$ cat src/shared/sca_defines.svh
// constants for the strap configuration and reset aggregator
`ifndef SCA_DEFINES_SVH
`define SCA_DEFINES_SVH

// clock and time base
`define SCA_CLK_MHZ 50
`define SCA_TICK_US 250
`define SCA_TICK_CYCLES 16'(`SCA_TICK_US * `SCA_CLK_MHZ)
`define SCA_TICK_W 16
`define SCA_CNT_W 6

// regulator count and indices
`define SCA_NREG 6
`define SCA_IDX_B4 3
`define SCA_IDX_NONE 3'h7

// register port widths
`define SCA_ADDR_W 4
`define SCA_DATA_W 16

// register addresses
`define SCA_A_RST_INCL 4'h0
`define SCA_A_REG_CMD 4'h1
`define SCA_A_EXT_CFG 4'h2
`define SCA_A_PIN_CFG 4'h3
`define SCA_A_STRAP_CFG 4'h4
`define SCA_A_DLY_HIGH 4'h5
`define SCA_A_DLY_FLOAT 4'h6
`define SCA_A_DLY_LOW 4'h7
`define SCA_A_START_A 4'h8
`define SCA_A_START_B 4'h9
`define SCA_A_STATUS 4'ha
`define SCA_A_STRAP_STAT 4'hb

// field positions
`define SCA_F_MASK_OFF 8
`define SCA_F_EXT_DLY 3
`define SCA_F_EXT_FN 6
`define SCA_F_PG_TGT 8
`define SCA_F_SW_LVL 4

// reset values
`define SCA_RV_INCL 6'h3f
`define SCA_RV_MASK_OFF 1'b1
`define SCA_RV_CMD 6'h3f
`define SCA_RV_EXT_SRC 3'h0
`define SCA_RV_EXT_DLY 3'h0
`define SCA_RV_EXT_FN 1'b0
`define SCA_RV_PG_TGT 3'h7
`define SCA_RV_OK_PIN_SEL 3'h0
`define SCA_RV_SW_LVL 1'b1
`define SCA_RV_STRAP_CFG 5'h00
`define SCA_RV_DLY_HIGH 6'h17
`define SCA_RV_DLY_FLOAT 6'h00
`define SCA_RV_DLY_LOW 6'h07
`define SCA_RV_START 24'h000000

// extra delay step, in ticks of 0.25 ms (0.75 ms)
`define SCA_EXTRA_STEP 6'h03

`endif

$ cat src/shared/sca_pkg.sv
// types for the strap configuration and reset aggregator
package sca_pkg;

  // resolved level of a three-level strap
  typedef enum logic [1:0] {LVL_HIGH, LVL_FLOAT, LVL_LOW} sca_lvl3_t;

  // power-up sequence phase
  typedef enum logic [0:0] {SEQ_OFF, SEQ_RUN} sca_seq_t;

  // strap pins, already resolved by the level comparators
  typedef struct packed {
    sca_lvl3_t b1;
    logic b2_high;
    sca_lvl3_t b3;
    sca_lvl3_t b4;
    sca_lvl3_t l1;
    logic l2_high;
  } sca_straps_t;

  // stored strap options
  typedef struct packed {
    logic b4_regulator_type;
    logic shared_strap_l1b4_en;
    logic b2_voltage_choice_strap_low;
    logic b2_voltage_choice;
    logic shared_strap_b1b2_en;
  } sca_strap_cfg_t;

  // decoded regulator modes and voltage settings
  typedef struct packed {
    logic l2_load_switch_mode;
    logic l1_vsel;
    logic l1_load_switch_mode;
    logic [1:0] b4_vsel;
    logic b4_linear;
    logic [1:0] b3_vsel;
    logic b2_vsel;
    logic b1_vsel;
    logic b1_load_switch_mode;
  } sca_modes_t;

  // delay timer state
  typedef struct packed {
    logic [15:0] pre;
    logic [5:0] cnt;
    logic done;
  } sca_tmr_state_t;

  // aggregator state
  typedef struct packed {
    sca_seq_t seq;
    logic [5:0] incl;
    logic mask_off;
    logic [5:0] cmd;
    logic [2:0] ext_src;
    logic [2:0] ext_dly;
    logic ext_fn;
    logic [2:0] pg_tgt;
    logic [2:0] ok_pin_sel;
    logic sw_lvl;
    sca_strap_cfg_t scfg;
    logic [5:0] dly_hi;
    logic [5:0] dly_fl;
    logic [5:0] dly_lo;
    logic [23:0] start_dly;
    sca_modes_t modes;
    logic [5:0] extra;
    logic latched;
    logic [5:0] trg;
    logic [5:0] reg_start;
    logic [15:0] rdata;
    logic rst_n;
    logic ext_on;
    logic ok_pin;
    logic sw_oe;
  } sca_state_t;

endpackage

$ cat src/verilog/sca_top.sv
// strap decoding, power-up delays and system reset aggregation
`timescale 1ns/1ns
`include "sca_defines.svh"

// Notes on behaviour
// - reset low when any selected power_ok low
// - per-regulator bit includes it in reset
// - commanded-off regulators masked, masking is configurable
// - external enable after source power_ok plus delay
// - external supply good can trigger one regulator
// - any regulator power_ok routable to a pin
// - software open-drain output follows register bit
// - three-level strap picks per-regulator extra delay
// - start delay plus extra delay added
// - floating strap defaults to zero extra delay
// - buck1 strap: switch, setting 0, setting 1
// - buck2 two-level strap: setting 0 or 1
// - buck3 strap: settings 0, 1, 2
// - buck4 strap: buck 0, buck 1, linear 2
// - ldo1 strap: linear 0, switch, linear 1
// - ldo2 strap: linear high, switch low
// - shared buck1/buck2 pin uses stored buck2 choice
// - shared pin low uses dedicated low choice
// - shared ldo1/buck4 pin, type bit picks buck4
// - shared buck4: float depends on type bit
module sca_top #(
  parameter logic [`SCA_TICK_W-1:0] TICK_CYCLES = `SCA_TICK_CYCLES
) (
  // clock, reset, enable
  input wire logic clk,
  input wire logic rst_b,
  input wire logic ce,
  // register port
  input wire logic [`SCA_ADDR_W-1:0] reg_addr,
  input wire logic [`SCA_DATA_W-1:0] reg_wdata,
  input wire logic reg_wr,
  input wire logic reg_rd,
  output logic [`SCA_DATA_W-1:0] reg_rdata,
  // regulator status and sequencing
  input wire logic [`SCA_NREG-1:0] power_ok,
  input wire logic power_up_req,
  output logic [`SCA_NREG-1:0] reg_start,
  // straps and decoded configuration
  input wire sca_pkg::sca_straps_t straps,
  output sca_pkg::sca_modes_t modes,
  // system pins
  output logic system_reset_n,
  output logic ext_supply_enable,
  input wire logic ext_supply_good,
  output logic power_ok_pin,
  // software open-drain pin
  input wire logic sw_pin_i,
  output logic sw_pin_o,
  output logic sw_pin_oe
);

  sca_pkg::sca_state_t s_r;
  sca_pkg::sca_state_t s_nxt;

  logic [`SCA_NREG-1:0] tmr_done;
  logic ext_done;
  logic ext_run;
  logic [`SCA_CNT_W-1:0] ext_target;

  // extra delay code to ticks of 0.25 ms
  function automatic logic [5:0] extra_ticks(input logic [1:0] code);
    extra_ticks = 6'(code * `SCA_EXTRA_STEP);
  endfunction

  // external enable delay code to ticks: 0 .. 1 ms then 2, 4 and 8 ms
  function automatic logic [5:0] ext_ticks(input logic [2:0] code);
    logic [5:0] t;
    t = 6'h00;
    unique case (code)
      3'h0: t = 6'h00;
      3'h1: t = 6'h01;
      3'h2: t = 6'h02;
      3'h3: t = 6'h03;
      3'h4: t = 6'h04;
      3'h5: t = 6'h08;
      3'h6: t = 6'h10;
      3'h7: t = 6'h20;
    endcase
    ext_ticks = t;
  endfunction

  // pick one power_ok flag; codes past the last regulator give low
  function automatic logic pick_ok(input logic [5:0] ok, input logic [2:0] sel);
    pick_ok = (sel < 3'h6) ? ok[sel] : 1'b0;
  endfunction

  // strap pin state to voltage setting 0, 1 or 2
  function automatic logic [1:0] lvl_vsel(input sca_pkg::sca_lvl3_t lvl);
    logic [1:0] v;
    v = 2'h0;
    unique case (lvl)
      sca_pkg::LVL_HIGH: v = 2'h0;
      sca_pkg::LVL_FLOAT: v = 2'h1;
      sca_pkg::LVL_LOW: v = 2'h2;
      default: v = 2'h0;
    endcase
    lvl_vsel = v;
  endfunction

  // decode all straps into modes and voltage settings
  function automatic sca_pkg::sca_modes_t decode(input sca_pkg::sca_straps_t p,
                                                 input sca_pkg::sca_strap_cfg_t c);
    sca_pkg::sca_modes_t m;
    sca_pkg::sca_lvl3_t b4_pin;
    m = '0;
    b4_pin = p.b4;
    m.b1_load_switch_mode = (p.b1 == sca_pkg::LVL_HIGH);
    m.b1_vsel = (p.b1 == sca_pkg::LVL_LOW);
    if (c.shared_strap_b1b2_en)
    begin
      if (p.b1 == sca_pkg::LVL_LOW)
      begin
        m.b2_vsel = c.b2_voltage_choice_strap_low;
      end
      else
      begin
        m.b2_vsel = c.b2_voltage_choice;
      end
    end
    else
    begin
      m.b2_vsel = !p.b2_high;
    end
    m.b3_vsel = lvl_vsel(p.b3);
    if (c.shared_strap_l1b4_en)
    begin
      b4_pin = p.l1;
    end
    m.l1_load_switch_mode = (p.l1 == sca_pkg::LVL_FLOAT);
    m.l1_vsel = (p.l1 == sca_pkg::LVL_LOW);
    if (c.shared_strap_l1b4_en)
    begin
      if (b4_pin == sca_pkg::LVL_FLOAT)
      begin
        m.b4_linear = !c.b4_regulator_type;
        m.b4_vsel = c.b4_regulator_type ? 2'h1 : 2'h2;
      end
      else
      begin
        m.b4_linear = 1'b0;
        m.b4_vsel = 2'h0;
      end
    end
    else
    begin
      m.b4_linear = (b4_pin == sca_pkg::LVL_LOW);
      m.b4_vsel = lvl_vsel(b4_pin);
    end
    m.l2_load_switch_mode = !p.l2_high;
    decode = m;
  endfunction

  // register read mux
  function automatic logic [15:0] read_reg(input sca_pkg::sca_state_t s,
                                           input logic [3:0] a,
                                           input logic [5:0] ok,
                                           input logic pin_in);
    logic [15:0] d;
    d = 16'h0000;
    unique case (a)
      `SCA_A_RST_INCL: d = {7'h00, s.mask_off, 2'h0, s.incl};
      `SCA_A_REG_CMD: d = {10'h000, s.cmd};
      `SCA_A_EXT_CFG: d = {5'h00, s.pg_tgt, 1'b0, s.ext_fn, s.ext_dly, s.ext_src};
      `SCA_A_PIN_CFG: d = {11'h000, s.sw_lvl, 1'b0, s.ok_pin_sel};
      `SCA_A_STRAP_CFG: d = {11'h000, s.scfg};
      `SCA_A_DLY_HIGH: d = {10'h000, s.dly_hi};
      `SCA_A_DLY_FLOAT: d = {10'h000, s.dly_fl};
      `SCA_A_DLY_LOW: d = {10'h000, s.dly_lo};
      `SCA_A_START_A: d = {4'h0, s.start_dly[11:0]};
      `SCA_A_START_B: d = {4'h0, s.start_dly[23:12]};
      `SCA_A_STATUS: d = {s.reg_start, s.latched, pin_in, s.ext_on, s.rst_n, ok};
      `SCA_A_STRAP_STAT: d = {5'h00, s.modes};
      default: d = 16'h0000;
    endcase
    read_reg = d;
  endfunction

  // per-regulator start timers: normal start delay, plus extra delay for regulators 3 to 5 only
  generate
    for (genvar i = 0; i < `SCA_NREG; i++)
    begin : g_tmr
      logic [`SCA_CNT_W-1:0] tgt;
      if (i >= `SCA_IDX_B4)
      begin : g_extra
        assign tgt = 6'({2'h0, s_r.start_dly[i*4 +: 4]}
                        + extra_ticks(s_r.extra[(i-`SCA_IDX_B4)*2 +: 2]));
      end
      else
      begin : g_plain
        assign tgt = {2'h0, s_r.start_dly[i*4 +: 4]};
      end
      sca_delay_timer u_tmr (
        .clk(clk),
        .rst_b(rst_b),
        .ce(ce),
        .tick_cycles(TICK_CYCLES),
        .run(s_r.trg[i]),
        .target(tgt),
        .done(tmr_done[i])
      );
    end
  endgenerate

  // external supply enable delay
  // delay after power_ok
  assign ext_run = s_r.ext_fn & pick_ok(power_ok, s_r.ext_src);
  assign ext_target = ext_ticks(s_r.ext_dly);

  sca_delay_timer u_ext_tmr (
    .clk(clk),
    .rst_b(rst_b),
    .ce(ce),
    .tick_cycles(TICK_CYCLES),
    .run(ext_run),
    .target(ext_target),
    .done(ext_done)
  );

  // next-state logic: registers, sequencing and pins
  always_comb
  begin
    logic [5:0] contrib;
    logic [5:0] sel_dly;
    logic [5:0] trig_now;
    contrib = 6'h00;
    sel_dly = 6'h00;
    trig_now = 6'h00;
    s_nxt = s_r;

    // register writes
    if (reg_wr)
    begin
      unique case (reg_addr)
        `SCA_A_RST_INCL:
        begin
          s_nxt.incl = reg_wdata[5:0];
          s_nxt.mask_off = reg_wdata[`SCA_F_MASK_OFF];
        end
        `SCA_A_REG_CMD: s_nxt.cmd = reg_wdata[5:0];
        `SCA_A_EXT_CFG:
        begin
          s_nxt.ext_src = reg_wdata[2:0];
          s_nxt.ext_dly = reg_wdata[`SCA_F_EXT_DLY +: 3];
          s_nxt.ext_fn = reg_wdata[`SCA_F_EXT_FN];
          s_nxt.pg_tgt = reg_wdata[`SCA_F_PG_TGT +: 3];
        end
        `SCA_A_PIN_CFG:
        begin
          s_nxt.ok_pin_sel = reg_wdata[2:0];
          s_nxt.sw_lvl = reg_wdata[`SCA_F_SW_LVL];
        end
        `SCA_A_STRAP_CFG: s_nxt.scfg = sca_pkg::sca_strap_cfg_t'(reg_wdata[4:0]);
        `SCA_A_DLY_HIGH: s_nxt.dly_hi = reg_wdata[5:0];
        `SCA_A_DLY_FLOAT: s_nxt.dly_fl = reg_wdata[5:0];
        `SCA_A_DLY_LOW: s_nxt.dly_lo = reg_wdata[5:0];
        `SCA_A_START_A: s_nxt.start_dly[11:0] = reg_wdata[11:0];
        `SCA_A_START_B: s_nxt.start_dly[23:12] = reg_wdata[11:0];
        default: s_nxt.incl = s_r.incl;
      endcase
    end

    // read data stands for the cycle after the strobe only
    s_nxt.rdata = reg_rd ? read_reg(s_r, reg_addr, power_ok, sw_pin_i) : 16'h0000;

    // start triggers: the selected regulator waits for the external good
    for (int i = 0; i < `SCA_NREG; i++)
    begin
      trig_now[i] = (s_r.pg_tgt == 3'(i)) ? ext_supply_good : 1'b1;
    end

    // extra delay set chosen by the buck3 strap level
    // strap selects delays
    unique case (straps.b3)
      sca_pkg::LVL_HIGH: sel_dly = s_r.dly_hi;
      sca_pkg::LVL_FLOAT: sel_dly = s_r.dly_fl;
      sca_pkg::LVL_LOW: sel_dly = s_r.dly_lo;
      default: sel_dly = s_r.dly_fl;
    endcase

    // power-up sequence
    unique case (s_r.seq)
      sca_pkg::SEQ_OFF:
      begin
        s_nxt.trg = 6'h00;
        s_nxt.reg_start = 6'h00;
        if (power_up_req)
        begin
          s_nxt.modes = decode(straps, s_r.scfg);
          s_nxt.extra = sel_dly;
          s_nxt.latched = 1'b1;
          s_nxt.seq = sca_pkg::SEQ_RUN;
        end
      end
      sca_pkg::SEQ_RUN:
      begin
        if (!power_up_req)
        begin
          s_nxt.trg = 6'h00;
          s_nxt.reg_start = 6'h00;
          s_nxt.seq = sca_pkg::SEQ_OFF;
        end
        else
        begin
          s_nxt.trg = s_r.trg | trig_now;
          s_nxt.reg_start = tmr_done & s_r.cmd;
        end
      end
    endcase

    // reset aggregation
    // per-regulator inclusion
    contrib = s_r.incl & (s_r.mask_off ? s_r.cmd : 6'h3f);
    s_nxt.rst_n = ~|(contrib & ~power_ok);

    // external supply enable: held while the source stays ok
    s_nxt.ext_on = ext_run & ext_done;

    s_nxt.ok_pin = pick_ok(power_ok, s_r.ok_pin_sel);

    s_nxt.sw_oe = !s_r.sw_lvl;
  end

  // state register, frozen while ce is low
  always_ff @(posedge clk or negedge rst_b)
  begin
    if (!rst_b)
    begin
      s_r <= '0;
      s_r.seq <= sca_pkg::SEQ_OFF;
      s_r.incl <= `SCA_RV_INCL;
      s_r.mask_off <= `SCA_RV_MASK_OFF;
      s_r.cmd <= `SCA_RV_CMD;
      s_r.ext_src <= `SCA_RV_EXT_SRC;
      s_r.ext_dly <= `SCA_RV_EXT_DLY;
      s_r.ext_fn <= `SCA_RV_EXT_FN;
      s_r.pg_tgt <= `SCA_RV_PG_TGT;
      s_r.ok_pin_sel <= `SCA_RV_OK_PIN_SEL;
      s_r.sw_lvl <= `SCA_RV_SW_LVL;
      s_r.scfg <= `SCA_RV_STRAP_CFG;
      s_r.dly_hi <= `SCA_RV_DLY_HIGH;
      s_r.dly_fl <= `SCA_RV_DLY_FLOAT;
      s_r.dly_lo <= `SCA_RV_DLY_LOW;
      s_r.start_dly <= `SCA_RV_START;
    end
    else if (ce)
    begin
      s_r <= s_nxt;
    end
  end

  // outputs straight from the state register
  assign reg_rdata = s_r.rdata;
  assign reg_start = s_r.reg_start;
  assign modes = s_r.modes;
  assign system_reset_n = s_r.rst_n;
  assign ext_supply_enable = s_r.ext_on;
  assign power_ok_pin = s_r.ok_pin;
  assign sw_pin_oe = s_r.sw_oe;
  // open drain only ever drives low
  assign sw_pin_o = 1'b0;

endmodule

$ cat src/verilog/sca_delay_timer.sv
// delay timer counting whole ticks while its run level is high
`timescale 1ns/1ns
`include "sca_defines.svh"

module sca_delay_timer (
  // clock, reset, enable
  input wire logic clk,
  input wire logic rst_b,
  input wire logic ce,
  // tick length in clock cycles
  input wire logic [`SCA_TICK_W-1:0] tick_cycles,
  // control
  input wire logic run,
  input wire logic [`SCA_CNT_W-1:0] target,
  // result
  output logic done
);

  sca_pkg::sca_tmr_state_t s_r;
  sca_pkg::sca_tmr_state_t s_nxt;

  // count ticks while running; dropping run restarts the delay
  always_comb
  begin
    s_nxt = s_r;
    if (!run)
    begin
      s_nxt = '0;
    end
    else if (s_r.cnt >= target)
    begin
      s_nxt.done = 1'b1;
    end
    else if (s_r.pre == 16'(tick_cycles - 16'h0001))
    begin
      s_nxt.pre = 16'h0000;
      s_nxt.cnt = 6'(s_r.cnt + 6'h01);
    end
    else
    begin
      s_nxt.pre = 16'(s_r.pre + 16'h0001);
    end
  end

  // state register, frozen while ce is low
  always_ff @(posedge clk or negedge rst_b)
  begin
    if (!rst_b)
    begin
      s_r <= '0;
    end
    else if (ce)
    begin
      s_r <= s_nxt;
    end
  end

  assign done = s_r.done;

endmodule

$ cat config.mk
export PLATFORM = sky130hd
export DESIGN_NAME = sca_top
export DESIGN_NICKNAME = d
export VERILOG_FILES = /design/src/shared/sca_pkg.sv /design/src/verilog/sca_top.sv /design/src/verilog/sca_delay_timer.sv
export VERILOG_INCLUDE_DIRS = /design/src /design/src/shared
export SDC_FILE = /design/constraint.sdc
export NUM_CORES = 1
export LEC_CHECK = 0
export BUFFER_PORTS_ARGS = -buffer_cell sky130_fd_sc_hd__buf_2
export CAP_MARGIN = 20
export CORE_MARGIN = 2
export CORE_UTILIZATION = 38
export CTS_CLUSTER_DIAMETER = 200
export DETAILED_ROUTE_END_ITERATION = 6
export PLACE_DENSITY = 0.51
export SLEW_MARGIN = 10
export SYNTH_ARGS = -nofsm -noshare
export SYNTH_HDL_FRONTEND = slang
export SYNTH_SLANG_ARGS = --single-unit
$ cat constraint.sdc
create_clock -name clk -period 4.95 [get_ports clk]
set_clock_uncertainty 0.2 [all_clocks]
set_input_delay 0.495 -clock clk [delete_from_list [all_inputs] [get_ports clk]]
set_output_delay 0.495 -clock clk [all_outputs]
set_load 0.05 [all_outputs]
# ---- After elaboration in Yosys (flattened, before gate mapping)
# Memory sizes are Yosys's and may differ from the RTL's.
# Cells that the tools add are included.
dict set report op_classes {
  addsub 17
  multipliers 3
  n_div 0
  magnitude_cmp 11
  n_eq_ne 51
  shift 0
  mux 64
  bitwise 8
  n_reduce_logical 42
}
# cell count
set op_table {}
lappend op_table {{$pmux W16 S12} 1}
lappend op_table {{$mux W23} 7}
lappend op_table {{$mux W22} 7}
lappend op_table {{$mux W16} 8}
lappend op_table {{$add A16 B1 Y16 const B} 7}
lappend op_table {{$eq A16 B14 Y1 const B} 7}
lappend op_table {{$reduce_and A3 Y1} 18}
lappend op_table {{$mux W6} 8}
lappend op_table {{$add A6 B1 Y6 const B} 7}
lappend op_table {{$ne A2 B1 Y1 const B} 14}
lappend op_table {{$reduce_and A2 Y1} 14}
lappend op_table {{$pmux W12 S2} 1}
lappend op_table {{$mux W1} 20}
lappend op_table {{$and A6 B6 Y6} 3}
lappend op_table {{$ge A6 B4 Y1} 3}
lappend op_table {{$ge A6 B5 Y1} 3}
lappend op_table {{$eq A4 B3 Y1 const B} 4}
lappend op_table {{$eq A4 B4 Y1 const B} 4}
lappend op_table {{$add A4 B4 Y5} 3}
lappend op_table {{$ne A2 B2 Y1 const B} 7}
lappend op_table {{$mul A2 B2 Y4 const B} 3}
lappend op_table {{$mux W12} 1}
lappend op_table {{$pmux W6 S2} 1}
lappend op_table {{$eq A2 B2 Y1 const B} 4}
lappend op_table {{22 further kinds} 41}
dict set report totals {
  ff_bits 286
  latch_bits 0
  ram_bits 0
  mem_bits_ro 48
  inputBits 44
  output_inout_bits 38
  elab_cells 256
  memories 1
}
# memory depth width rd rd_ports_with_merged_regs write_ports line_no
set memory_table {}
lappend memory_table {{(name not given)} 8 6 1 0 0 sca_top.sv:74} ;# unique case (code)

# ---- Longest topological paths before layout
dict set report depth {
  ltp_word 6
  ltp_mapped 13
  mapped_depth_nobuf 11
}

# ---- Hierarchy
# From an unflattened synthesis, not the netlist that was laid out.
dict set report unflattened {
  cells_unflattened 2241
  area_unflattened_um2 20410.8
}
# module n_inst cells_per_inst area_per_inst_um2 seq_area_each_um2
set by_module_without_submodules {}
lappend by_module_without_submodules {{sca_delay_timer (g_tmr[0].u_tmr ...)} 6 230 1933.1 575.6}
lappend by_module_without_submodules {sca_top 1 617 6811.5 3133.0}
lappend by_module_without_submodules {{sca_delay_timer (g_tmr[2].u_tmr)} 1 244 2000.7 575.6}

# ---- Worst setup path after synthesis
# No wires, ideal clock.
dict set report synth_timing {
  path_type {reg2reg}
  startpoint {register s_r[35] (netlist name)}
  endpoint {register g_tmr[4].u_tmr.s_r[18] (netlist name)}
  setup_time_ps 78
  arrival_ps 3538
  required_time_ps 4672
  slack_ps 1135
  stages_incl_launch_ff 13
  n_path_buf 1
  period_less_slack_ps 3815
  path_cell_list {dfrtp_1 -> fa_1 -> ha_1 -> fa_1 -> xnor2_1 -> ha_1 -> a21o_1 -> a211o_1 -> a41oi_1 -> o21ai_1 -> clkbuf_1 -> or4_1 -> a21oi_1}
}
dict set report synth_between {
  elab_chain_cells 5
}
# item line_no
set synth_lines {}
lappend synth_lines {{from (decl)} sca_top.sv:57} ;# sca_pkg::sca_state_t s_r;
lappend synth_lines {{from (signal assigned)} sca_top.sv:352} ;# s_r <= s_nxt;
lappend synth_lines {{$mul A2 B2 Y4 (no line)} n/a}
lappend synth_lines {{$add A4 B4 Y5} sca_top.sv:190} ;# assign tgt = 6'({2'h0, s_r.start_dly[i*4 +: 4]}
lappend synth_lines {{$ge A6 B5 Y1} sca_delay_timer.sv:30} ;# else if (s_r.cnt >= target)
lappend synth_lines {{$ne A2 B2 Y1 (no line)} n/a}
lappend synth_lines {{$reduce_and A2 Y1 (no line)} n/a}
lappend synth_lines {{to (signal assigned)} sca_delay_timer.sv:54} ;# s_r <= s_nxt;
lappend synth_lines {{to (decl)} sca_delay_timer.sv:19} ;# sca_pkg::sca_tmr_state_t s_r;
# No other way between the ends.
# A chain may end at the register's enable or synchronous reset.

# ---- Final worst setup path
dict set report layout_timing {
  startpoint {register s_r[33] (netlist name)}
  endpoint {register g_tmr[3].u_tmr.s_r[1] (netlist name)}
}
dict set report layout_between {
  elab_chain_cells 5
}
# item line_no
set layout_lines {}
lappend layout_lines {{$mul A2 B2 Y4 (no line)} n/a}
lappend layout_lines {{$add A4 B4 Y5} sca_top.sv:190}
lappend layout_lines {{$ge A6 B5 Y1} sca_delay_timer.sv:30}
lappend layout_lines {{$ne A2 B2 Y1 (no line)} n/a}
lappend layout_lines {{$reduce_and A3 Y1 (no line)} n/a}
lappend layout_lines {{to (signal assigned)} sca_delay_timer.sv:54}
lappend layout_lines {{to (decl)} sca_delay_timer.sv:19}
# No other way between the ends.

==> run_results.csv <==
group,metric,value,unit
placed_design,port_buffers,76,
power,p_per_area,370,nW/um^2
timing,slew_violations,0,
cells_and_area,diodes,0,
floorplanning,core-area,41700,um^2
yosys,yosys_warnings,0,
hold_path,hold_path.class,"in2reg",
yosys,synth_top_cell_by_area,"dfrtp_1",
cells_and_area,fin_nets,1777,
detailed_routing,drt_wl_total,43000,um
yosys,yosysUniqueCellTypes,83,
floorplanning,design.die.area,43600,um^2
timing,setup_slack,0.687,ns
cells_and_area,final_core_util,43.0,%
clocking,htree_levels,2,
yosys,netlist_instances,1635,
floorplanning,io_pins,82,
detailed_routing,vias_per_cell,5.64,
timing,max_freq,0.235,GHz
worst_setup_path,crit_type,"reg2reg",
placed_design,dp_cells,2157,
clocking,cts_setup_buffers,0,
clocking,cts-root-buf,"clkbuf_16",
clocking,insertion_delay,0.56,ns
power,ir_worst_vdd,238,uV
timing,setup_viol,0,
run_status,outcome,"finished clean",
yosys,synth_top_area_share,40.9,%
placed_design,place_ws,0.669,ns
yosys,avgSynthCellArea,9.76,um^2
timing,timing.slew.headroom,27.9,%
cells_and_area,drive_gt1_share,16.3,%
cells_and_area,area_growth,12.2,%
timing,worst_pin_slew,1.08,ns
floorplanning,die_width,209,um
timing,finalHoldViolCount,0,
yosys,ys_seq_area_share,44.9,%
cells_and_area,fin_cells,2230,
worst_setup_path,cp_data_required_time,5.21,ns
grt,grt-ovfl-total,0,
yosys,async_reset_ff_share,100,%
job,maxCapViolCount,0,
yosys,netlist_top_cells_area,"dfrtp_1, mux2_2, ha_1",
yosys,ys.flop_type,"dfrtp_1",
timing,period_needed,4.26,ns
worst_setup_path,critPathLaunchType,"flip-flop",
clocking,clkTransAtPathRegs,0.06,ns
clocking,cts_made_buffers,36,
placed_design,dp.final_hpwl,30200,um
cells_and_area,seq_area,7160,um^2
clocking,clockBufferDepth,3,
detailed_routing,initialDrtViolationCount,842,
clocking,cts_tree,"built",
cells_and_area,num-fill-cells,4090,
grt,antenna_found_initial,1,
floorplanning,row_count,75,
grt,grt_use_total,20.1,%
worst_setup_path,worst_ep_arrival_time,4.53,ns
cells_and_area,multiInputGateArea,8030,um^2
detailed_routing,drc,0,
grt,first_global_vias,12300,
detailed_routing,postRouteAntennaNets,0,
worst_setup_path,endpoint_kind,"flip-flop",
yosys,syn-cell-area,16000,um^2
yosys,synth_edf_count,0,
worst_setup_path,crit_fanout,24,
power,p_leak,7.80,nW
detailed_routing,dr.pass1.iters,6,
detailed_routing,via_count,12600,
timing,fin_crit_sh,86.1,%
placed_design,gp_congestion,0.855,
floorplanning,initial_core_util,38.3,%
timing,setup_tns,0,ns
timing,grt_setup_unrepaired,"false",
yosys,synth_seq_cells,285,
grt,grt_pass1_wl,69700,um
yosys,syn-num-nets,1747,
floorplanning,fp.dieH,209,um
grt,grt_max_degree,107,
detailed_routing,wl_per_cell,19.3,um
clocking,cts_sinks,285,
## cell usage after synthesis (25+ instances only)
cell type	instances
nor2_1	137
dfrtp_1	261
a31oi_1	25
nand2b_1	27
nand2_1	130
nand3_1	76
xnor2_1	33
ha_1	62
inv_1	65
o31ai_1	46
and3_1	31
buf_4	34
o21ai_0	136
clkbuf_1	56
mux2_2	72
a21oi_1	67
## cell type report
type | count | share of cell area, %
clock buffer | 50 | 5.89
multi-input combinational | 1176 | 44.8
sequential | 285 | 40.0
tap | 539 | 3.77
timing repair buffer | 100 | 3.49
inverter | 66 | 1.38
clock inverter | 14 | 0.615
## through the flow
stage	instance area [um^2]	total power [mW]	hold WS, ns
finish	17900	6.62	0.0359
global route	17900	6.97	0.0375
CTS	17900	6.71	0.00471
detailed placement	16600	4.06	0.256
global placement	16600	4.04	0.250
floorplan	16000	3.64	-0.000591
## critical path: stages (launching register included)
cell and delay [ns]:
dfrtp_1 0.41, fa_1 0.48, ha_1 0.24, fa_1 0.38
xnor2_1 0.18, ha_1 0.27, a21o_1 0.16, a211oi_1 0.20
o21ai_0 0.27, a21o_1 0.49, nor2b_1 0.62, mux2i_1 0.26
## final timing paths
path / start / end / slack [ns] / cells past startpoint
max: s_r[33] / g_tmr[3].u_tmr.s_r[1] / 0.69 / 11
min: power_up_req / s_r[124] / 0.04 / 2
max reg2reg: s_r[33] / g_tmr[3].u_tmr.s_r[1] / 0.69 / 11
min reg2reg: s_r[32] / s_r[32] / 0.26 / 1
max in group asynchronous: rst_b / s_r[112] / 3.15 / 3
min in group asynchronous: rst_b / u_ext_tmr.s_r[21] / 0.38 / 2
## registers in the layout, summed over array words and instances (netlist names)
signal and cells:
system_reset_n 1, s_r 76, reg_start 6, g_tmr.u_tmr.done 6, u_ext_tmr.done 1, u_ext_tmr.s_r 22, ext_supply_enable 1, g_tmr.u_tmr.s_r 132
modes 10, reg_rdata 16, g_tmr.tgt 12, sw_pin_oe 1, power_ok_pin 1
## kinds of logic (layout without fill, tap and decap cells)
family	count (synthesis)	count (layout)	share of synthesized area, %
compound gates	417	417	17.6
xor+xnor	45	45	2.47
fa+ha+maj	68	68	5.61
buf+inv	174	230	4.92
flops	285	285	44.9
mux	102	102	7.43
other cells	1	1	0.0235
simple gates	543	543	17.1
## per-layer routing
metal,global-route usage (%),share of wire [%],up-vias
met2,30.7,45,243
met4,7.34,2.8,2
met3,3.38,4.4,70
met1,28.7,48,6239
li1,-,-,6024
met5,0,0.028,-
## repair_timing
item	CTS	global route
hold endpoints to repair	110	0
hold buffers	9	0
gates resized for setup	0	0
## power by group
group | internal (mW) | switching (mW) | total (mW)
clock network | 1.54 | 1.05 | 2.59
registers | 2.57 | 0.250 | 2.82
logic | 0.460 | 0.755 | 1.21
## placed cells by master, fill, tap and decap left out, types with 14 or more instances in the layout
cell type,n
dfrtp_1,261
nor2_1,137
o21ai_0,136
nand2_1,130
nand3_1,76
buf_2,75
mux2_2,72
a21oi_1,67
inv_1,64
ha_1,62
o31ai_1,46
clkbuf_16,37
xnor2_1,33
and3_1,31
nand2b_1,27
a31oi_1,25
nand4_1,24
mux2i_1,24
dfstp_2,24
nor3_1,23
o211ai_1,17
a22o_1,17
o2bb2ai_1,17
nor2b_1,16
a21o_1,14
(Power assumes the default switching activity.)
